==> src/isp_map.vh <==
/*
  Constants for the serial in-system programming host: instruction codes,
  field positions and timing counts. Assumes a 100 MHz system clock.
*/
`ifndef ISP_MAP_VH
`define ISP_MAP_VH

// System clock rate
`define ISP_CLK_HZ          100000000
// Serial clock half period in system cycles (500 ns half period)
`define ISP_SCK_HALF        8'd50
// Minimum serial clock low/high, in target CPU cycles
`define ISP_SCK_MIN_CPU     3
// Reset pulse high width in system cycles (two target cycles with margin)
`define ISP_RST_PULSE       32'd200
// Wait after entering reset, microseconds
`define ISP_ENTRY_WAIT_US   20000
`define ISP_ENTRY_WAIT      ((`ISP_ENTRY_WAIT_US * (`ISP_CLK_HZ / 1000000)))
// Wait delays, microseconds
`define ISP_FLASH_WAIT_US   4500
`define ISP_EEPROM_WAIT_US  9000
`define ISP_ERASE_WAIT_US   9000
`define ISP_FLASH_WAIT      ((`ISP_FLASH_WAIT_US * (`ISP_CLK_HZ / 1000000)))
`define ISP_EEPROM_WAIT     ((`ISP_EEPROM_WAIT_US * (`ISP_CLK_HZ / 1000000)))
`define ISP_ERASE_WAIT      ((`ISP_ERASE_WAIT_US * (`ISP_CLK_HZ / 1000000)))

// Instruction first/second bytes
`define ISP_PEN_B1          8'hac
`define ISP_PEN_B2          8'h53
`define ISP_ERASE_B2        8'h80
`define ISP_LOAD_B1         8'h40
`define ISP_LOAD_H_BIT      3
`define ISP_WPAGE_B1        8'h4c
`define ISP_RDPM_B1         8'h20
`define ISP_RDEE_B1         8'ha0
`define ISP_WREE_B1         8'hc0

// Command codes on the user port
`define ISP_CMD_ENABLE      3'h0
`define ISP_CMD_ERASE       3'h1
`define ISP_CMD_LOAD        3'h2
`define ISP_CMD_WPAGE       3'h3
`define ISP_CMD_RDPM        3'h4
`define ISP_CMD_RDEE        3'h5
`define ISP_CMD_WREE        3'h6
`define ISP_CMD_LEAVE       3'h7

`endif

==> src/isp_fifo.v <==
/*
  Small synchronous FIFO with valid/ready on both sides.
  Assumes a single clock; read data come from a register.
*/
`timescale 1ns/1ps
module isp_fifo #(
  parameter WIDTH = 8,
  parameter DEPTH = 8,
  parameter AW    = 3
) (
  // Clock and reset
  input  wire             clk_i,
  input  wire             nrst_i,
  // Write side
  input  wire [WIDTH-1:0] wr_data_i,
  input  wire             wr_valid_i,
  output wire             wr_ready_o,
  // Read side
  output reg  [WIDTH-1:0] rd_data_o,
  output reg              rd_valid_o,
  input  wire             rd_ready_i
);
  reg [WIDTH-1:0] mem_reg [0:DEPTH-1];
  reg [AW-1:0]    wp_reg;
  reg [AW-1:0]    rp_reg;
  reg [AW:0]      cnt_reg;
  wire            do_wr;
  wire            do_rd;

  assign wr_ready_o = (cnt_reg != DEPTH[AW:0]);
  assign do_wr      = wr_valid_i & wr_ready_o;
  // Refill the output register when empty or being taken
  assign do_rd      = (cnt_reg != {(AW+1){1'b0}}) & (~rd_valid_o | rd_ready_i);

  always @(posedge clk_i) begin
    if (do_wr) begin
      mem_reg[wp_reg] <= wr_data_i;
    end
  end

  always @(posedge clk_i or negedge nrst_i) begin
    if (!nrst_i) begin
      wp_reg     <= {AW{1'b0}};
      rp_reg     <= {AW{1'b0}};
      cnt_reg    <= {(AW+1){1'b0}};
      rd_data_o  <= {WIDTH{1'b0}};
      rd_valid_o <= 1'b0;
    end else begin
      if (do_wr) begin
        wp_reg <= (wp_reg == DEPTH[AW-1:0] - 1'b1) ? {AW{1'b0}} : wp_reg + 1'b1;
      end
      if (do_rd) begin
        rd_data_o <= mem_reg[rp_reg];
        rp_reg    <= (rp_reg == DEPTH[AW-1:0] - 1'b1) ? {AW{1'b0}} : rp_reg + 1'b1;
      end
      if (do_rd) begin
        rd_valid_o <= 1'b1;
      end else if (rd_ready_i) begin
        rd_valid_o <= 1'b0;
      end
      cnt_reg <= cnt_reg + {{AW{1'b0}}, do_wr} - {{AW{1'b0}}, do_rd};
    end
  end
endmodule // isp_fifo

==> src/isp_host.v <==
/*
  Serial in-system programming host: drives reset, serial clock and data-in
  of the target, reads its data-out, and runs four-byte instructions.
  Assumes the target CPU clock is at least 8 MHz so a 500 ns half period
  keeps every serial clock phase above three target cycles.
*/
// Function
// - Hold target reset low for the whole programming session.
// - Send Programming Enable first; other commands except leave refused until enabled.
// - Serial clock low and high each last above three target cycles.
// - Present data-in before each rising serial clock edge.
// - Hold reset and clock low; pulse reset high to resynchronise.
// - Wait 20 ms after entering reset before Programming Enable.
// - Always shift four bytes; on bad echo pulse reset, wait, then idle for a new enable.
// - Load page buffer byte by byte with five word address bits.
// - Load low byte before high byte for each word address.
// - Commit page with write-page carrying the seven page bits.
// - Wait the Flash page delay after a page write.
// - Send nothing during a write wait.
// - EEPROM one byte per write, then wait the EEPROM delay.
// - Release reset high to end the session.
// - Full wait delays are always used, never polling.
// - Waits are 4.5 ms per page and 9.0 ms for EEPROM or erase.
// - Programming Enable bytes are 0xac then 0x53.
// - Load-page first byte 0100 H000, data in last byte.
// - Write-page first byte 0100 1100, address in bytes two and three.
`timescale 1ns/1ps
`include "isp_map.vh"
module isp_host #(
  parameter ENTRY_WAIT  = `ISP_ENTRY_WAIT,
  parameter FLASH_WAIT  = `ISP_FLASH_WAIT,
  parameter EEPROM_WAIT = `ISP_EEPROM_WAIT,
  parameter ERASE_WAIT  = `ISP_ERASE_WAIT,
  parameter FIFO_DEPTH  = 8
) (
  // Clock and reset
  input  wire        CLOCK_I,
  input  wire        NRST_I,
  // Command port
  input  wire        CMD_VALID_I,
  output wire        CMD_READY_O,
  input  wire [2:0]  CMD_OP_I,
  input  wire [11:0] CMD_ADDR_I,
  input  wire        CMD_HIGH_I,
  input  wire [7:0]  CMD_DATA_I,
  // Read data stream
  output wire [7:0]  RD_DATA_O,
  output wire        RD_VALID_O,
  input  wire        RD_READY_I,
  // Status
  output reg         ENABLED_O,
  output reg         SYNC_FAIL_O,
  output reg         REFUSED_O,
  // Target pins
  output reg         TGT_NRESET_O,
  output reg         TGT_SCK_O,
  output reg         TGT_MOSI_O,
  input  wire        TGT_MISO_I
);
  localparam ST_IDLE  = 3'd0;
  localparam ST_ENTRY = 3'd1;
  localparam ST_SHIFT = 3'd2;
  localparam ST_DONE  = 3'd3;
  localparam ST_WAIT  = 3'd4;
  localparam ST_PULSE = 3'd5;
  localparam ST_PUSH  = 3'd6;

  reg  [2:0]  state_reg;
  reg  [2:0]  op_reg;
  reg  [31:0] tx_reg;
  reg  [31:0] rx_reg;
  reg  [4:0]  bit_reg;
  reg  [7:0]  half_reg;
  reg  [31:0] wait_reg;
  reg         in_session_reg;
  reg         miso_s1_reg;
  reg         miso_s2_reg;
  reg         push_valid_reg;
  wire        fifo_ready;
  wire        take;
  wire        allowed;
  wire [31:0] frame;
  wire        half_tick;

  // FIFO pointer width follows its depth, so FIFO_DEPTH can change alone
  function integer isp_clog2;
    input integer value;
    integer v;
    begin
      v = value - 1;
      isp_clog2 = 0;
      while (v > 0) begin
        isp_clog2 = isp_clog2 + 1;
        v = v >> 1;
      end
    end
  endfunction

  localparam FIFO_AW = isp_clog2(FIFO_DEPTH);

  // Target data-out comes from another clock domain
  always @(posedge CLOCK_I or negedge NRST_I) begin
    if (!NRST_I) begin
      miso_s1_reg <= 1'b0;
      miso_s2_reg <= 1'b0;
    end else begin
      miso_s1_reg <= TGT_MISO_I;
      miso_s2_reg <= miso_s1_reg;
    end
  end

  // Half-period divider: one-cycle tick paces every serial clock phase
  always @(posedge CLOCK_I or negedge NRST_I) begin
    if (!NRST_I) begin
      half_reg <= 8'h00;
    end else if (state_reg != ST_SHIFT || half_tick) begin
      half_reg <= `ISP_SCK_HALF - 8'd1;
    end else begin
      half_reg <= half_reg - 8'd1;
    end
  end

  assign half_tick = (state_reg == ST_SHIFT) && (half_reg == 8'h00);

  // Build the four-byte frame for a command
  function [31:0] isp_frame;
    input [2:0]  op;
    input [11:0] addr;
    input        high;
    input [7:0]  data;
    begin
      case (op)
        `ISP_CMD_ENABLE: isp_frame = {`ISP_PEN_B1, `ISP_PEN_B2, 16'h0000};
        `ISP_CMD_ERASE:  isp_frame = {`ISP_PEN_B1, `ISP_ERASE_B2, 16'h0000};
        `ISP_CMD_LOAD:   isp_frame = {`ISP_LOAD_B1 | {4'h0, high, 3'h0}, 8'h00,
                                      3'b000, addr[4:0], data};
        `ISP_CMD_WPAGE:  isp_frame = {`ISP_WPAGE_B1, 4'h0, addr[11:8],
                                      addr[7:5], 5'h00, 8'h00};
        `ISP_CMD_RDPM:   isp_frame = {`ISP_RDPM_B1 | {4'h0, high, 3'h0}, 4'h0,
                                      addr[11:8], addr[7:0], 8'h00};
        `ISP_CMD_RDEE:   isp_frame = {`ISP_RDEE_B1, 7'h00, addr[8], addr[7:0], 8'h00};
        `ISP_CMD_WREE:   isp_frame = {`ISP_WREE_B1, 7'h00, addr[8], addr[7:0], data};
        default:         isp_frame = 32'h00000000;
      endcase
    end
  endfunction

  assign frame       = isp_frame(CMD_OP_I, CMD_ADDR_I, CMD_HIGH_I, CMD_DATA_I);
  // Nothing is accepted during a write wait or a shift
  assign CMD_READY_O = (state_reg == ST_IDLE);
  assign take        = CMD_VALID_I & CMD_READY_O;
  assign allowed     = (CMD_OP_I == `ISP_CMD_ENABLE) | (CMD_OP_I == `ISP_CMD_LEAVE) |
                       ENABLED_O;

  always @(posedge CLOCK_I or negedge NRST_I) begin
    if (!NRST_I) begin
      state_reg      <= ST_IDLE;
      op_reg         <= 3'h0;
      tx_reg         <= 32'h00000000;
      rx_reg         <= 32'h00000000;
      bit_reg        <= 5'h00;
      wait_reg       <= 32'h00000000;
      in_session_reg <= 1'b0;
      push_valid_reg <= 1'b0;
      ENABLED_O      <= 1'b0;
      SYNC_FAIL_O    <= 1'b0;
      REFUSED_O      <= 1'b0;
      TGT_NRESET_O   <= 1'b1;
      TGT_SCK_O      <= 1'b0;
      TGT_MOSI_O     <= 1'b0;
    end else begin
      REFUSED_O <= 1'b0;
      case (state_reg)
        ST_IDLE: begin
          if (take && !allowed) begin
            REFUSED_O <= 1'b1;
          end else if (take && CMD_OP_I == `ISP_CMD_LEAVE) begin
            TGT_NRESET_O   <= 1'b1;
            in_session_reg <= 1'b0;
            ENABLED_O      <= 1'b0;
          end else if (take) begin
            op_reg     <= CMD_OP_I;
            tx_reg     <= frame;
            bit_reg    <= 5'd31;
            TGT_SCK_O  <= 1'b0;
            TGT_MOSI_O <= frame[31];
            if (!in_session_reg) begin
              TGT_NRESET_O   <= 1'b0;
              in_session_reg <= 1'b1;
              wait_reg       <= ENTRY_WAIT;
              state_reg      <= ST_ENTRY;
            end else begin
              state_reg <= ST_SHIFT;
            end
          end
        end
        ST_ENTRY: begin
          if (wait_reg <= 32'd1) begin
            state_reg <= ST_SHIFT;
          end else begin
            wait_reg <= wait_reg - 32'd1;
          end
        end
        ST_SHIFT: begin
          if (half_tick) begin
            if (!TGT_SCK_O) begin
              // Rising edge: target samples data-in; data-out settled since fall
              TGT_SCK_O <= 1'b1;
              rx_reg    <= {rx_reg[30:0], miso_s2_reg};
            end else begin
              TGT_SCK_O <= 1'b0;
              if (bit_reg == 5'd0) begin
                state_reg <= ST_DONE;
              end else begin
                bit_reg    <= bit_reg - 5'd1;
                TGT_MOSI_O <= tx_reg[bit_reg - 5'd1];
              end
            end
          end
        end
        ST_DONE: begin
          TGT_MOSI_O <= 1'b0;
          if (op_reg == `ISP_CMD_ENABLE) begin
            // All four bytes went out regardless of echo
            if (rx_reg[15:8] == `ISP_PEN_B2) begin
              ENABLED_O   <= 1'b1;
              SYNC_FAIL_O <= 1'b0;
              state_reg   <= ST_IDLE;
            end else begin
              SYNC_FAIL_O  <= 1'b1;
              ENABLED_O    <= 1'b0;
              TGT_NRESET_O <= 1'b1;
              wait_reg     <= `ISP_RST_PULSE;
              state_reg    <= ST_PULSE;
            end
          end else if (op_reg == `ISP_CMD_RDPM || op_reg == `ISP_CMD_RDEE) begin
            push_valid_reg <= 1'b1;
            state_reg      <= ST_PUSH;
          end else if (op_reg == `ISP_CMD_WPAGE) begin
            wait_reg  <= FLASH_WAIT;
            state_reg <= ST_WAIT;
          end else if (op_reg == `ISP_CMD_WREE) begin
            wait_reg  <= EEPROM_WAIT;
            state_reg <= ST_WAIT;
          end else if (op_reg == `ISP_CMD_ERASE) begin
            wait_reg  <= ERASE_WAIT;
            state_reg <= ST_WAIT;
          end else begin
            state_reg <= ST_IDLE;
          end
        end
        ST_WAIT: begin
          // Fixed delay; polling cannot see all-ones data
          if (wait_reg <= 32'd1) begin
            state_reg <= ST_IDLE;
          end else begin
            wait_reg <= wait_reg - 32'd1;
          end
        end
        ST_PULSE: begin
          if (wait_reg <= 32'd1) begin
            TGT_NRESET_O <= 1'b0;
            wait_reg     <= ENTRY_WAIT;
            ENABLED_O    <= 1'b0;
            // Entry delay, then idle so the user resends enable
            state_reg    <= ST_WAIT;
          end else begin
            wait_reg <= wait_reg - 32'd1;
          end
        end
        ST_PUSH: begin
          // Back-pressure from the read stream stalls the engine
          if (fifo_ready) begin
            push_valid_reg <= 1'b0;
            state_reg      <= ST_IDLE;
          end
        end
        default: begin
          state_reg <= ST_IDLE;
        end
      endcase
    end
  end

  isp_fifo #(
    .WIDTH (8),
    .DEPTH (FIFO_DEPTH),
    .AW    (FIFO_AW)
  ) u_fifo (
    .clk_i      (CLOCK_I),
    .nrst_i     (NRST_I),
    .wr_data_i  (rx_reg[7:0]),
    .wr_valid_i (push_valid_reg),
    .wr_ready_o (fifo_ready),
    .rd_data_o  (RD_DATA_O),
    .rd_valid_o (RD_VALID_O),
    .rd_ready_i (RD_READY_I)
  );
endmodule // isp_host

==> config.mk <==
export PLATFORM = sky130hd
export DESIGN_NAME = isp_host
export DESIGN_NICKNAME = d
export VERILOG_FILES = /design/src/isp_fifo.v /design/src/isp_host.v
export VERILOG_INCLUDE_DIRS = /design/src /design/src/src
export SDC_FILE = /design/constraint.sdc
export NUM_CORES = 1
export LEC_CHECK = 0
export BUFFER_PORTS_ARGS = -buffer_cell sky130_fd_sc_hd__buf_2
export CORE_AREA = 2 2 165 167
export CTS_BUF_LIST = sky130_fd_sc_hd__clkbuf_8
export CTS_CLUSTER_SIZE = 28
export DETAILED_ROUTE_END_ITERATION = 12
export DIE_AREA = 0 0 167 169
export GPL_ROUTABILITY_DRIVEN = 1
export GPL_TIMING_DRIVEN = 0
export SKIP_CTS_REPAIR_TIMING = 1
export SLEW_MARGIN = 20
export SYNTH_ARGS = -nofsm -noshare
export SYNTH_HDL_FRONTEND = slang
export SYNTH_SLANG_ARGS = --single-unit
==> constraint.sdc <==
create_clock -name CLOCK_I -period 6 [get_ports CLOCK_I]
set_input_delay 0.6 -clock CLOCK_I [delete_from_list [all_inputs] [get_ports CLOCK_I]]
set_output_delay 0.6 -clock CLOCK_I [all_outputs]
set_load 0.01 [all_outputs]
## Word level (Yosys, flattened, before mapping)

Memories as Yosys holds them, arrays and structs flattened. A register that Yosys moved wholly into a read port is not among the register bits.
Cells that the tools add are included.

| cells by class | value |
|---|---|
| bitwise logic cells | 10 |
| mux-type cells | 83 |
| $lt $le $gt $ge | 2 |
| add/subtract/negate cells | 7 |
| eq/ne operators | 46 |
| reduce and logical (&&, ||, !) cells | 33 |

Operators with widths:

| cell | number |
|---|---|
| 32-bit 2-to-1 mux | 12 |
| 32-bit one-hot mux with 7 select lines | 1 |
| 32-bit one-hot mux with 4 select lines | 1 |
| 3-bit 2-to-1 mux | 18 |
| 3-bit == test (second input constant) | 12 |
| 1-bit 2-to-1 mux | 35 |
| 32-bit by 1-bit <= comparator with 1-bit output (second input constant) | 1 |
| 32-bit by 1-bit subtractor with 32-bit output (second input constant) | 1 |
| 5-bit 2-to-1 mux | 6 |
| 2-bit != test (second input constant) | 14 |
| 3-bit one-hot mux with 7 select lines | 1 |
| 7-bit AND reduction | 3 |
| 3-bit by 2-bit == test with 1-bit output (second input constant) | 5 |
| 5-bit one-hot mux with 2 select lines | 1 |
| 10-bit AND reduction | 1 |
| 5-bit AND reduction | 2 |
| 3-bit by 1-bit == test with 1-bit output (second input constant) | 3 |
| 3-bit zero test | 3 |
| 1-bit one-hot mux with 3 select lines | 3 |
| 9-bit AND reduction | 1 |
| 8-bit by 7-bit == test with 1-bit output (second input constant) | 1 |
| 8-bit zero test | 1 |
| 8-bit 2-to-1 mux | 1 |
| 2-bit by 1-bit != test with 1-bit output (second input constant) | 4 |
| 28 further kinds | 50 |

| word-level totals | value |
|---|---|
| bits in registers | 120 |
| output and inout port bits | 16 |
| input bits | 29 |
| memories kept | 1 |
| memory bits (writable) | 64 |
| logic and storage cells | 203 |

Memories:

| name | words | bits a word | read ports | clocked after memory_dff | wr ports | RTL line | RTL |
|---|---|---|---|---|---|---|---|
| u_fifo.mem_reg | 8 | 8 | 1 | 1 | 1 | isp_fifo.v:23 | `reg [WIDTH-1:0] mem_reg [0:DEPTH-1];` |

## Logic depth before layout (Yosys ltp)

Gate-level depths: netlist of run 1.

| logic depth | value |
|---|---|
| word-level depth | 7 |
| mapped depth | 10 |
| gate-level depth less buffers | 9 |

## Hierarchy

From an unflattened synthesis of run 1, not the netlist that was laid out.

| second synthesis, totals | value |
|---|---|
| cell total of the unflattened synthesis | 843 |
| area total of the unflattened synthesis | 9,212.6 um^2 |

Modules (own cells, without submodules):

| module | area an instance (um^2) | instances | seq. area each (um^2) | cells each |
|---|---|---|---|---|
| isp_host | 5,773.0 | 1 | 2,603.7 | 636 |
| isp_fifo | 3,439.5 | 1 | 2,397.3 | 207 |

## Least setup slack after synthesis of run 1

No wires, ideal clock.

| timing path | value |
|---|---|
| path kind | reg-to-reg |
| start point | register bit_reg[0] |
| end point | register TGT_MOSI_O |
| arrival | 2.747 ns |
| cell stages (with the launch flop) | 10 |
| path slack | 3.126 ns |
| buffers on the path | 2 |
| data required time | 5.873 ns |
| period minus slack after synthesis | 2.874 ns |
| setup time | 0.127 ns |
| cells stage by stage | dfrtp_1 > clkbuf_1 > inv_1 > ha_1 > clkbuf_1 > mux4_2 > mux4_2 > a21boi_0 > a22oi_1 > mux2_1 |

| on the way | value |
|---|---|
| longest elaborated chain between the ends | 7 |
| elaborated cells between the ends (all ways) | 10 |
| classes of those cells | 1 x add/sub; 1 x eq/ne; 6 x mux; 2 x reduce/logical |

Ends and longest elaborated chain:

| element | RTL line | RTL |
|---|---|---|
| from (decl) | isp_host.v:72 | `reg [4:0] bit_reg;` |
| from (signal assigned) | isp_host.v:215 | `bit_reg <= bit_reg - 5'd1;` |
| 5-bit by 1-bit subtractor with 5-bit output | isp_host.v:216 | `TGT_MOSI_O <= tx_reg[bit_reg - 5'd1];` |
| 1-bit binary-select mux with 5-bit select | isp_host.v:216 |  |
| 1-bit 2-to-1 mux (not written as such) | isp_host.v:216 |  |
| 1-bit 2-to-1 mux | isp_host.v:212 | `if (bit_reg == 5'd0) begin` |
| 1-bit 2-to-1 mux | isp_host.v:206 | `if (!TGT_SCK_O) begin` |
| 1-bit 2-to-1 mux | isp_host.v:205 | `if (half_tick) begin` |
| 1-bit one-hot mux with 3 select lines | isp_host.v:173 | `case (state_reg)` |
| to (signal assigned) | isp_host.v:186 | `TGT_MOSI_O <= frame[31];` |
| to (signal assigned) | isp_host.v:216 |  |
| to (decl) | isp_host.v:57 | `output reg TGT_MOSI_O,` |

Several ways; a longest one is shown, not always the timed one. The select of a mux whose other input is x is not followed.
A chain may end at the register's enable or synchronous reset.

## Worst setup path after layout of run 1

Ends and elaborated chain as after synthesis.

==> summary.md, run 1 <==
| Metric | Value |
|---|---|
| P_int | `about 2.9 mW` |
| Drt wl/cell | `15.4 um` |
| Synthesized Nets | `862` |
| CTS tree | `yes` |
| Worst slew pin tran | `1.07 ns` |
| Fin crit period | `between 3 and 4 ns` |
| Peak supply drop | `0.240 mV` |
| Filler cells | `2567` |
| Period utilization | `56.5%` |
| Area grow syn2layout | `12.7%` |
| GRT Total Usage | `roughly 14%` |
| Max Buffers Root-to-Sink | `2` |
| Avg Vias per Cell | `around 5.2` |
| Vias in the first global route | `6284` |
| Warnings from Yosys | `0` |
| Total number of vias | `approximately 6400` |
| Die Y | `~170 um` |
| Area leader, netlist | `dfrtp_1` |
| Ys flop type | `dfrtp_1` |
| DRC violations left | `0` |
| Synth area leaders | `dfrtp_1 33%, edfxtp_1 21%, mux4_2 5.4%` |
| Critical Path Start Type | `register` |
| Synth Instances | `slightly above 800` |
| Sw frac | `40.2%` |
| Max Slew Vio Count | `0` |
| First-pass GRT wire length | `32.2 mm` |
| Site Rows | `60` |
| Effective utilization at floorplan | `about a third` |
| Comb power frac | `41.6%` |
| Largest register FFs | `64` |
| Status | `finished, final reports clean` |
| Clock power frac | `18.9%` |
| I/O Buffers | `between 40 and 50` |
| EDFF count, synth | `between 60 and 70` |
| Root buf cell | `clkbuf_8` |
| MaxCap Viol Count | `0` |
| Core area | `26500 um2` |
| Final Skew | `slightly above 0.02 ns` |
| Die X | `167 um` |
| Final worst slack | `2.61 ns` |
| Total Power Consumption | `4.90 mW` |
| R2R Setup Slk | `between 2 and 3 ns` |
| Die ar. | `28200 um2` |
| Clock sink count | `187` |
| Final Hold Vio Count | `0` |
| Place WS | `2.61 ns` |
| Synth Area per Inst | `about 11 um2` |
| Ys async rst share | `approximately 66%` |
| Worst hold-check path type | `in2reg` |
| Post-synthesis register bit count | `187` |
| Final wirelength | `19.0 mm` |
| CP Class | `reg2reg` |
| Setup TNS | `0 ns` |
| Power Dens Cells | `around 480 nW/um2` |
| Pre-antenna DRT Iters | `5` |
| Antenna Nets Post-Route | `0` |
| CP arrival | `3.74 ns` |
| Clk slew on worst S/H paths | `roughly 0.11 ns` |
| Final Setup Violations | `0` |
| Largest net degree at the start of global routing | `90` |
| Leakage | `4.08 nW` |
| Share of layout cells above drive strength 1 | `14.3%` |
| Worst Setup End Kind | `register` |
| CP Data Required Time | `about 6.4 ns` |
| Dpl hpwl | `13.5 mm` |
| Switching Power | `between 1.5 and 2 mW` |
| Initial drt markers | `420` |
| Diodes inserted | `0` |
| Mapped Area | `9120 um2` |
| Most common cell in the netlist | `dfrtp_1` |
| Synth unique cells | `76` |
| Rel. slew slack | `between 20 and 30%` |
| CTS HTree Levels | `4` |
| Global placer's final weighted congestion | `0.836` |
| IO Count | `45` |
| RSZ-0062 raised after global routing | `no` |
| Top cells by count, synth | `122 x dfrtp_1, 96 x nand2_1, 67 x nor2_1` |
| Final nets | `927` |
| Total CTS buffers | `17` |
| Critical path peak fanout | `10` |
| Top-area cell type share of the netlist area | `roughly 33%` |
| Part of the Yosys area used for sequential elements | `a little over half` |
| Overflow after GRT | `0` |
| Max Fclk | `295 MHz` |
| Worst-skew pair later-pin latency | `0.48 ns` |
| Seq pwr share | `between 30% and 40%` |
| Initial antenna violation count | `0` |
metrics by stage:
stage / hold slack [ns] / cell area [um2] / std cells / util [%]
after floorplan: 0.304 / 9120 / 816 / -
after global placement: 0.335 / 9770 / 1201 / 36.9
after detailed placement: 0.335 / 9810 / 1202 / 37.0
after CTS: -0.0601 / 10300 / 1234 / 38.7
after global routing: 0.191 / 10300 / 1235 / 38.8
final: 0.226 / 10300 / 1235 / 38.8
cell type report:
type / instances / area [um2] / share of cell area, %
inverter: 35 / 131 / 1.28
sequential: 187 / 5000 / 48.6
timing repair buffer: 46 / 268 / 2.60
multi-input combinational: 551 / 3820 / 37.2
clock buffer: 17 / 234 / 2.28
tap: 341 / 427 / 4.15
buffer: 43 / 173 / 1.68
clock inverter: 15 / 225 / 2.19
worst max-delay path, cell delays in order (launching register included):
cell,delay [ns]
dfrtp_1,0.33
clkbuf_1,0.50
inv_1,0.23
ha_1,0.33
clkbuf_1,0.44
mux4_2,0.39
mux4_2,0.48
a21boi_0,0.18
a22oi_1,0.09
mux2_1,0.29
layout by cell type (no fill, tap or decap), types with 21 or more instances in the layout:
master	synthesis	layout
dfrtp_1	122	122
nand2_1	96	96
nor2_1	67	67
edfxtp_1	64	64
buf_2	6	49
o21ai_0	36	36
inv_1	35	35
clkbuf_1	34	34
a21oi_1	33	33
mux4_2	22	22
nor3_1	22	21
mux2_1	21	21
metal layers:
metal,track usage (%),vias to the layer above,routed length (um)
met5,0,-,0
met4,4.39,0,275
met3,2.62,17,638
met2,22.8,128,8910
met1,19.3,3092,9160
li1,-,3129,-
kinds of logic (layout without fill, tap and decap cells):
group / Yosys count / after routing / synth area share (%)
compound gates: 176 / 176 / 12.6
flops: 187 / 187 / 54.8
fa+ha+maj: 17 / 17 / 2.41
xor+xnor: 17 / 17 / 1.63
buf+inv: 78 / 156 / 3.33
simple gates: 283 / 283 / 15.5
mux: 58 / 58 / 9.71
worst paths after layout:
| path | from | to | cells after the start |
|---|---|---|---|
| setup / recovery | bit_reg[0]$_DFFE_PN0P_ | TGT_MOSI_O$_DFFE_PN0P_ | 9 |
| hold / removal | TGT_MISO_I | miso_s1_reg$_DFF_PN0_ | 1 |
| setup reg to reg | bit_reg[0]$_DFFE_PN0P_ | TGT_MOSI_O$_DFFE_PN0P_ | 9 |
| hold reg to reg | miso_s1_reg$_DFF_PN0_ | miso_s2_reg$_DFF_PN0_ | 0 |
| max in group asynchronous | NRST_I | TGT_NRESET_O$_DFFE_PN1P_ | 3 |
| min in group asynchronous | NRST_I | u_fifo.rd_data_o[1]$_DFFE_PN0P_ | 2 |
power groups by stage:
stage                     sequential (mW)  combinational [mW]  clock, mW
after detailed placement             1.96                2.05          0
after global placement               1.95                2.02          0
after CTS                            1.94                2.05      0.962
final                                1.94                2.04      0.928
after global routing                 1.99                2.29       1.01
after floorplan                      1.92                1.53          0
No activity file was read; power rests on OpenSTA's default activity.
==> run 2: changes to the inputs <==
==> constraint.sdc (replaced) <==
create_clock -name CLOCK_I -period 3.4 [get_ports CLOCK_I]
set_input_delay 0.34 -clock CLOCK_I [delete_from_list [all_inputs] [get_ports CLOCK_I]]
set_output_delay 0.34 -clock CLOCK_I [all_outputs]
set_load 0.01 [all_outputs]
==> summary.md, run 2 (synthesis results as in run 1) <==
| Metric | Value |
|---|---|
| Final Skew | `0.0199 ns (-0.000861 ns)` |
| CP arrival | `3.62 ns (-0.12 ns)` |
| Avg Vias per Cell | `5.18 (+0.41%)` |
| Total number of vias | `6392 (+0.41%)` |
| Effective utilization at floorplan | `34.4% (unchanged)` |
| Status | `finished, final reports clean` |
| GRT Total Usage | `14.1% (unchanged)` |
| Leakage | `4.11 nW (+0.56%)` |
| CTS tree | `yes` |
| Hold depth | `3 (+2)` |
| MaxCap Viol Count | `0 (unchanged)` |
| First-pass GRT wire length | `32.2 mm (unchanged)` |
| # placed instances | `1202 (unchanged)` |
| Peak supply drop | `0.420 mV (+75%)` |
| Core area | `26500 um2 (unchanged)` |
| Period utilization | `94.9% (+38 points)` |
| Largest net degree at the start of global routing | `90 (unchanged)` |
| Area grow syn2layout | `12.8% (about the same)` |
| Max Fclk | `310 MHz (+5.0%)` |
| Share of layout cells above drive strength 1 | `14.4% (+0.11 points)` |
| Fin crit period | `3.23 ns (-0.163 ns)` |
| Critical path peak fanout | `10 (unchanged)` |
| Worst slew pin tran | `1.07 ns (-0.00402 ns)` |
| Initial drt markers | `410 (-2.4%)` |
| Final wirelength | `19.0 mm (about the same)` |
| Cells on worst reg2reg path | `7 (-2)` |
| RSZ-0062 raised after global routing | `no` |
| Die X | `167 um (unchanged)` |
| Pre-antenna DRT Iters | `5 (unchanged)` |
| Site Rows | `60 (unchanged)` |
| Overflow after GRT | `0 (unchanged)` |
| Worst hold-check path type | `in2reg` |
| Worst-skew pair later-pin latency | `0.48 ns (about the same)` |
| Critical Path Start Type | `register` |
| Power Dens Cells | `838 nW/um2 (+76%)` |
| Rel. slew slack | `28.3% (+0.27 points)` |
| Initial antenna violation count | `0 (unchanged)` |
| CP Cell Sequence | `or4bb_1 -> nor4_1 -> nand2_1 -> o2111ai_1 -> clkbuf_1 -> nor3_1 -> a2bb2oi_1` |
| I/O Buffers | `44 (unchanged)` |
| Non-Filler Instances | `1235 (unchanged)` |
| Max Buffers Root-to-Sink | `2 (unchanged)` |
| CP Class | `reg2reg` |
| Total Power Consumption | `8.62 mW (+76%)` |
| Root buf cell | `clkbuf_8` |
| Most frequent cells in the layout | `121 x dfrtp_1, 96 x nand2_1, 67 x nor2_1` |
| Antenna Nets Post-Route | `0 (unchanged)` |
| Clk slew on worst S/H paths | `0.12 ns (about the same)` |
| Total CTS buffers | `17 (unchanged)` |
| Vias in the first global route | `6284 (unchanged)` |
| Drt wl/cell | `15.4 um (about the same)` |
| Max Slew Vio Count | `0 (unchanged)` |
| CTS HTree Levels | `4 (unchanged)` |
| Worst Setup End Kind | `register` |
| CP Data Required Time | `3.80 ns (-2.56 ns)` |
| Final nets | `927 (unchanged)` |
| Diodes inserted | `0 (unchanged)` |
| Die Y | `169 um (unchanged)` |
| Die ar. | `28200 um2 (unchanged)` |
| Setup TNS | `0 ns (unchanged)` |
| Largest register FFs | `64 (unchanged)` |
| Final Hold Vio Count | `0 (unchanged)` |
| Final Setup Violations | `0 (unchanged)` |
| Dpl hpwl | `13.5 mm (unchanged)` |
| DRC violations left | `0 (unchanged)` |
| Most common cell after layout, fill and taps aside | `dfrtp_1` |
| Global placer's final weighted congestion | `0.836 (unchanged)` |
| Clock sink count | `187 (unchanged)` |
| CP max stage cell | `nor4_1` |
| Slowest stage delay, CP | `0.76 ns (+0.26 ns)` |
| IO Count | `45 (unchanged)` |
run 2: where the power goes:
part / leakage, nW / internal (mW) / switching (mW)
logic: 1.72 / 1.47 / 2.11
clock network: 0.226 / 0.664 / 0.972
registers: 2.16 / 3.01 / 0.391
total: 4.11 / 5.15 / 3.47
run 2: layout make-up:
class	count	area (um2)
Fill cell	2565	16200
Sequential cell	187	5000
Multi-Input combinational cell	551	3820
Tap cell	341	427
Timing Repair Buffer	47	278
Clock buffer	17	234
Clock inverter	15	225
Buffer	42	169
Inverter	35	131
run 2: per-stage QoR:
stage / utilization (%) / hold WS [ns] / area, um2 / worst slack (ns)
2_1_floorplan: - / 0.0444 / 9120 / 0.526
3_3_place_gp: 36.9 / 0.335 / 9770 / 0.0416
3_5_place_dp: 37.0 / 0.226 / 9810 / 0.00749
4_1_cts: 38.7 / -0.320 / 10300 / -0.0205
5_1_grt: 38.8 / 0.0703 / 10300 / 0.0130
6_report: 38.8 / 0.0866 / 10300 / 0.174
run 2: routing by layer:
metal	global-route usage (%)	part of all wire, %	vias to the layer above
met1	19.3	49	3106
li1	-	-	3124
met5	0	0	-
met4	4.39	1.5	0
met3	2.62	2.9	20
met2	22.8	47	142
run 2: path summary, 6_finish.rpt:
path	start	end	slack, ns
max in group asynchronous	NRST_I	TGT_NRESET_O$_DFFE_PN1P_	2.33
hold reg to reg	miso_s1_reg$_DFF_PN0_	miso_s2_reg$_DFF_PN0_	0.36
setup reg to reg	rx_reg[13]$_DFFE_PN0P_	wait_reg[17]$_DFFE_PN0P_	0.17
setup / recovery	rx_reg[13]$_DFFE_PN0P_	wait_reg[17]$_DFFE_PN0P_	0.17
hold / removal	CMD_DATA_I[0]	tx_reg[0]$_DFFE_PN0P_	0.09
min in group asynchronous	NRST_I	u_fifo.rd_data_o[1]$_DFFE_PN0P_	0.30
run 2: critical path: cells and delay by family, from the launching register on:
kind	cells	cell delay [ns]
AND/OR/NAND/NOR	4	1.75
AO/OA/AOI/OAI	2	0.52
flip-flops	1	0.40
buffers and inverters	1	0.49
==> run 3: changes to the inputs <==
--- a/config.mk
+++ b/config.mk
@@ -7,14 +7,13 @@
 export NUM_CORES = 1
 export LEC_CHECK = 0
 export BUFFER_PORTS_ARGS = -buffer_cell sky130_fd_sc_hd__buf_2
-export CORE_AREA = 2 2 165 167
+export CORE_AREA = 2 2 195 197
 export CTS_BUF_LIST = sky130_fd_sc_hd__clkbuf_8
 export CTS_CLUSTER_SIZE = 28
 export DETAILED_ROUTE_END_ITERATION = 12
-export DIE_AREA = 0 0 167 169
+export DIE_AREA = 0 0 197 199
 export GPL_ROUTABILITY_DRIVEN = 1
 export GPL_TIMING_DRIVEN = 0
-export SKIP_CTS_REPAIR_TIMING = 1
 export SLEW_MARGIN = 20
 export SYNTH_ARGS = -nofsm -noshare
 export SYNTH_HDL_FRONTEND = slang
==> summary.md, run 3 (synthesis results as in run 1) <==
| Metric | Value |
|---|---|
| Leakage | `4.11 nW (about the same)` |
| Rel. slew slack | `43.0% (+15 points)` |
| Worst slew pin tran | `0.848 ns (-0.220 ns)` |
| Period utilization | `90.3% (-4.6 points)` |
| Total number of vias | `6384 (-0.13%)` |
| Initial antenna violation count | `1 (+1)` |
| Most common cell after layout, fill and taps aside | `dfrtp_1` |
| Largest net degree at the start of global routing | `76 (-16%)` |
| Clk slew on worst S/H paths | `0.13 ns (about the same)` |
| CP endpoint | `wait_reg[11]$_DFFE_PN0P_` |
| CTS HTree Levels | `4 (unchanged)` |
| I/O Buffers | `44 (unchanged)` |
| Cells on worst reg2reg path | `7 (unchanged)` |
| Minimum hold slack | `0.0790 ns (-0.00763 ns)` |
| Power Dens Cells | `826 nW/um2 (-1.4%)` |
| Critical path peak fanout | `10 (unchanged)` |
| DRC violations left | `0 (unchanged)` |
| Clock sink count | `187 (unchanged)` |
| Root buf cell | `clkbuf_8` |
| MaxCap Viol Count | `0 (unchanged)` |
| Final Util | `28.2% (-11 points)` |
| Place WS | `-0.0863 ns (-0.0938 ns)` |
| Effective utilization at floorplan | `24.6% (-9.9 points)` |
| Peak supply drop | `0.263 mV (-37%)` |
| CP Class | `reg2reg` |
| Max Buffers Root-to-Sink | `2 (unchanged)` |
| Reg2reg start | `rx_reg[13]$_DFFE_PN0P_` |
| CP Data Required Time | `3.79 ns (about the same)` |
| Worst hold-check path type | `in2reg` |
| R2R Setup Slk | `0.33 ns (+0.15 ns)` |
| Final Skew | `0.0251 ns (+0.00520 ns)` |
| Final nets | `927 (unchanged)` |
| RSZ-0062 raised after global routing | `no` |
| Most frequent cells in the layout | `121 x dfrtp_1, 96 x nand2_1, 67 x nor2_1` |
| Core area | `37100 um2 (+40%)` |
| Worst-skew pair later-pin latency | `0.48 ns (about the same)` |
| Site Rows | `71 (+18%)` |
| Final Hold Vio Count | `0 (unchanged)` |
| Status | `finished, final reports clean` |
| Global placer's final weighted congestion | `0.817 (-2.3%)` |
| Antenna Nets Post-Route | `0 (unchanged)` |
| Overflow after GRT | `0 (unchanged)` |
| Total Power Consumption | `8.65 mW (+0.35%)` |
| GRT Total Usage | `10.4% (-3.7 points)` |
| Worst Setup End Kind | `register` |
| Final Setup Violations | `0 (unchanged)` |
| Share of layout cells above drive strength 1 | `14.7% (+0.22 points)` |
| CTS tree | `yes` |
| IO Count | `45 (unchanged)` |
| Initial drt markers | `477 (+16%)` |
| Dpl hpwl | `13.9 mm (+3.3%)` |
| Post-DP Area | `9970 um2 (+1.7%)` |
| Die Y | `199 um (+18%)` |
| Fin crit period | `3.07 ns (-0.155 ns)` |
| CP arrival | `3.46 ns (-0.16 ns)` |
| Total CTS buffers | `17 (unchanged)` |
| Pre-antenna DRT Iters | `5 (unchanged)` |
| Area grow syn2layout | `14.8%` |
| Drt wl/cell | `14.2 um (-7.9%)` |
| Worst reg2reg endpoint | `wait_reg[11]$_DFFE_PN0P_` |
| Die ar. | `39200 um2 (+39%)` |
| Largest register FFs | `64 (unchanged)` |
| Die X | `197 um (+18%)` |
| Final worst slack | `0.329 ns (+0.155 ns)` |
| Final instance area | `10500 um2 (+1.8%)` |
| Vias in the first global route | `6439 (+2.5%)` |
| Avg Vias per Cell | `4.66 (-9.9%)` |
| Final wirelength | `19.4 mm (+2.1%)` |
| Worst Setup SP | `rx_reg[13]$_DFFE_PN0P_` |
| Critical Path Start Type | `register` |
| First-pass GRT wire length | `32.9 mm (+2.1%)` |
| Max Fclk | `326 MHz (+5.0%)` |
| Max Slew Vio Count | `0 (unchanged)` |
-- run 3: changes by cell type in the layout (fill, tap and decap cells not counted), sizes merged --
cell    before  now
bufinv       1    0
diode        0    1
inv         44   45
-- run 3: cell type report --
class | instances | area [um2]
buffer | 42 | 169
inverter | 35 | 131
timing repair buffer | 47 | 278
clock inverter | 15 | 228
tap | 474 | 593
multi-input combinational | 551 | 3830
sequential | 187 | 5000
antenna | 1 | 2.50
clock buffer | 17 | 234
fill | 3828 | 26700
-- run 3: worst min path at each step --
stage	cells past startpoint	to	start
2_1_floorplan	0	ENABLED_O$_DFFE_PN0P_	NRST_I
3_3_place_gp	0	miso_s2_reg$_DFF_PN0_	miso_s1_reg$_DFF_PN0_
3_5_place_dp	1	tx_reg[0]$_DFFE_PN0P_	NRST_I
4_1_cts	3	tx_reg[6]$_DFFE_PN0P_	CMD_DATA_I[6]
5_1_grt	3	tx_reg[10]$_DFFE_PN0P_	CMD_ADDR_I[2]
6_report	3	tx_reg[6]$_DFFE_PN0P_	CMD_DATA_I[6]
-- run 3: what timing repair did --
action	CTS	global route
hold buffers	2	0
resized for setup	0	2
endpoints found under the hold margin	48	0
pin swaps	0	0
setup buffers	0	0
setup endpoints to repair	1	9
-- run 3: layer usage --
| layer | vias up | track usage [%] | wire (um) |
|---|---|---|---|
| met3 | 18 | 2.56 | 746 |
| li1 | 3113 | - | - |
| met2 | 111 | 17.7 | 9380 |
| met1 | 3142 | 13.3 | 9050 |
| met5 | - | 0 | 0 |
| met4 | 0 | 2.81 | 211 |
-- run 3: per-stage QoR --
| stage | TNS [ns] | cells |
|---|---|---|
| finish | 0 | 1369 |
| global route | 0 | 1369 |
| CTS | 0 | 1368 |
| detailed placement | -0.0863 | 1335 |
| global placement | -0.0445 | 1334 |
| floorplan | 0 | 816 |
-- run 3: report_power, final --
group | total, mW | internal, mW | switching, mW
Clock | 1.63 | 0.615 | 1.02
Combinational | 3.60 | 1.48 | 2.12
Sequential | 3.42 | 3.01 | 0.406
Total | 8.65 | 5.10 | 3.55
-- run 3: critical path, stage by stage (launching register included) --
cell and delay, ns:
dfrtp_1 0.39, or4bb_1 0.49, nor4_1 0.71, nand2_1 0.24, o2111ai_1 0.29, clkbuf_1 0.56
a211oi_1 0.12, o22ai_1 0.20
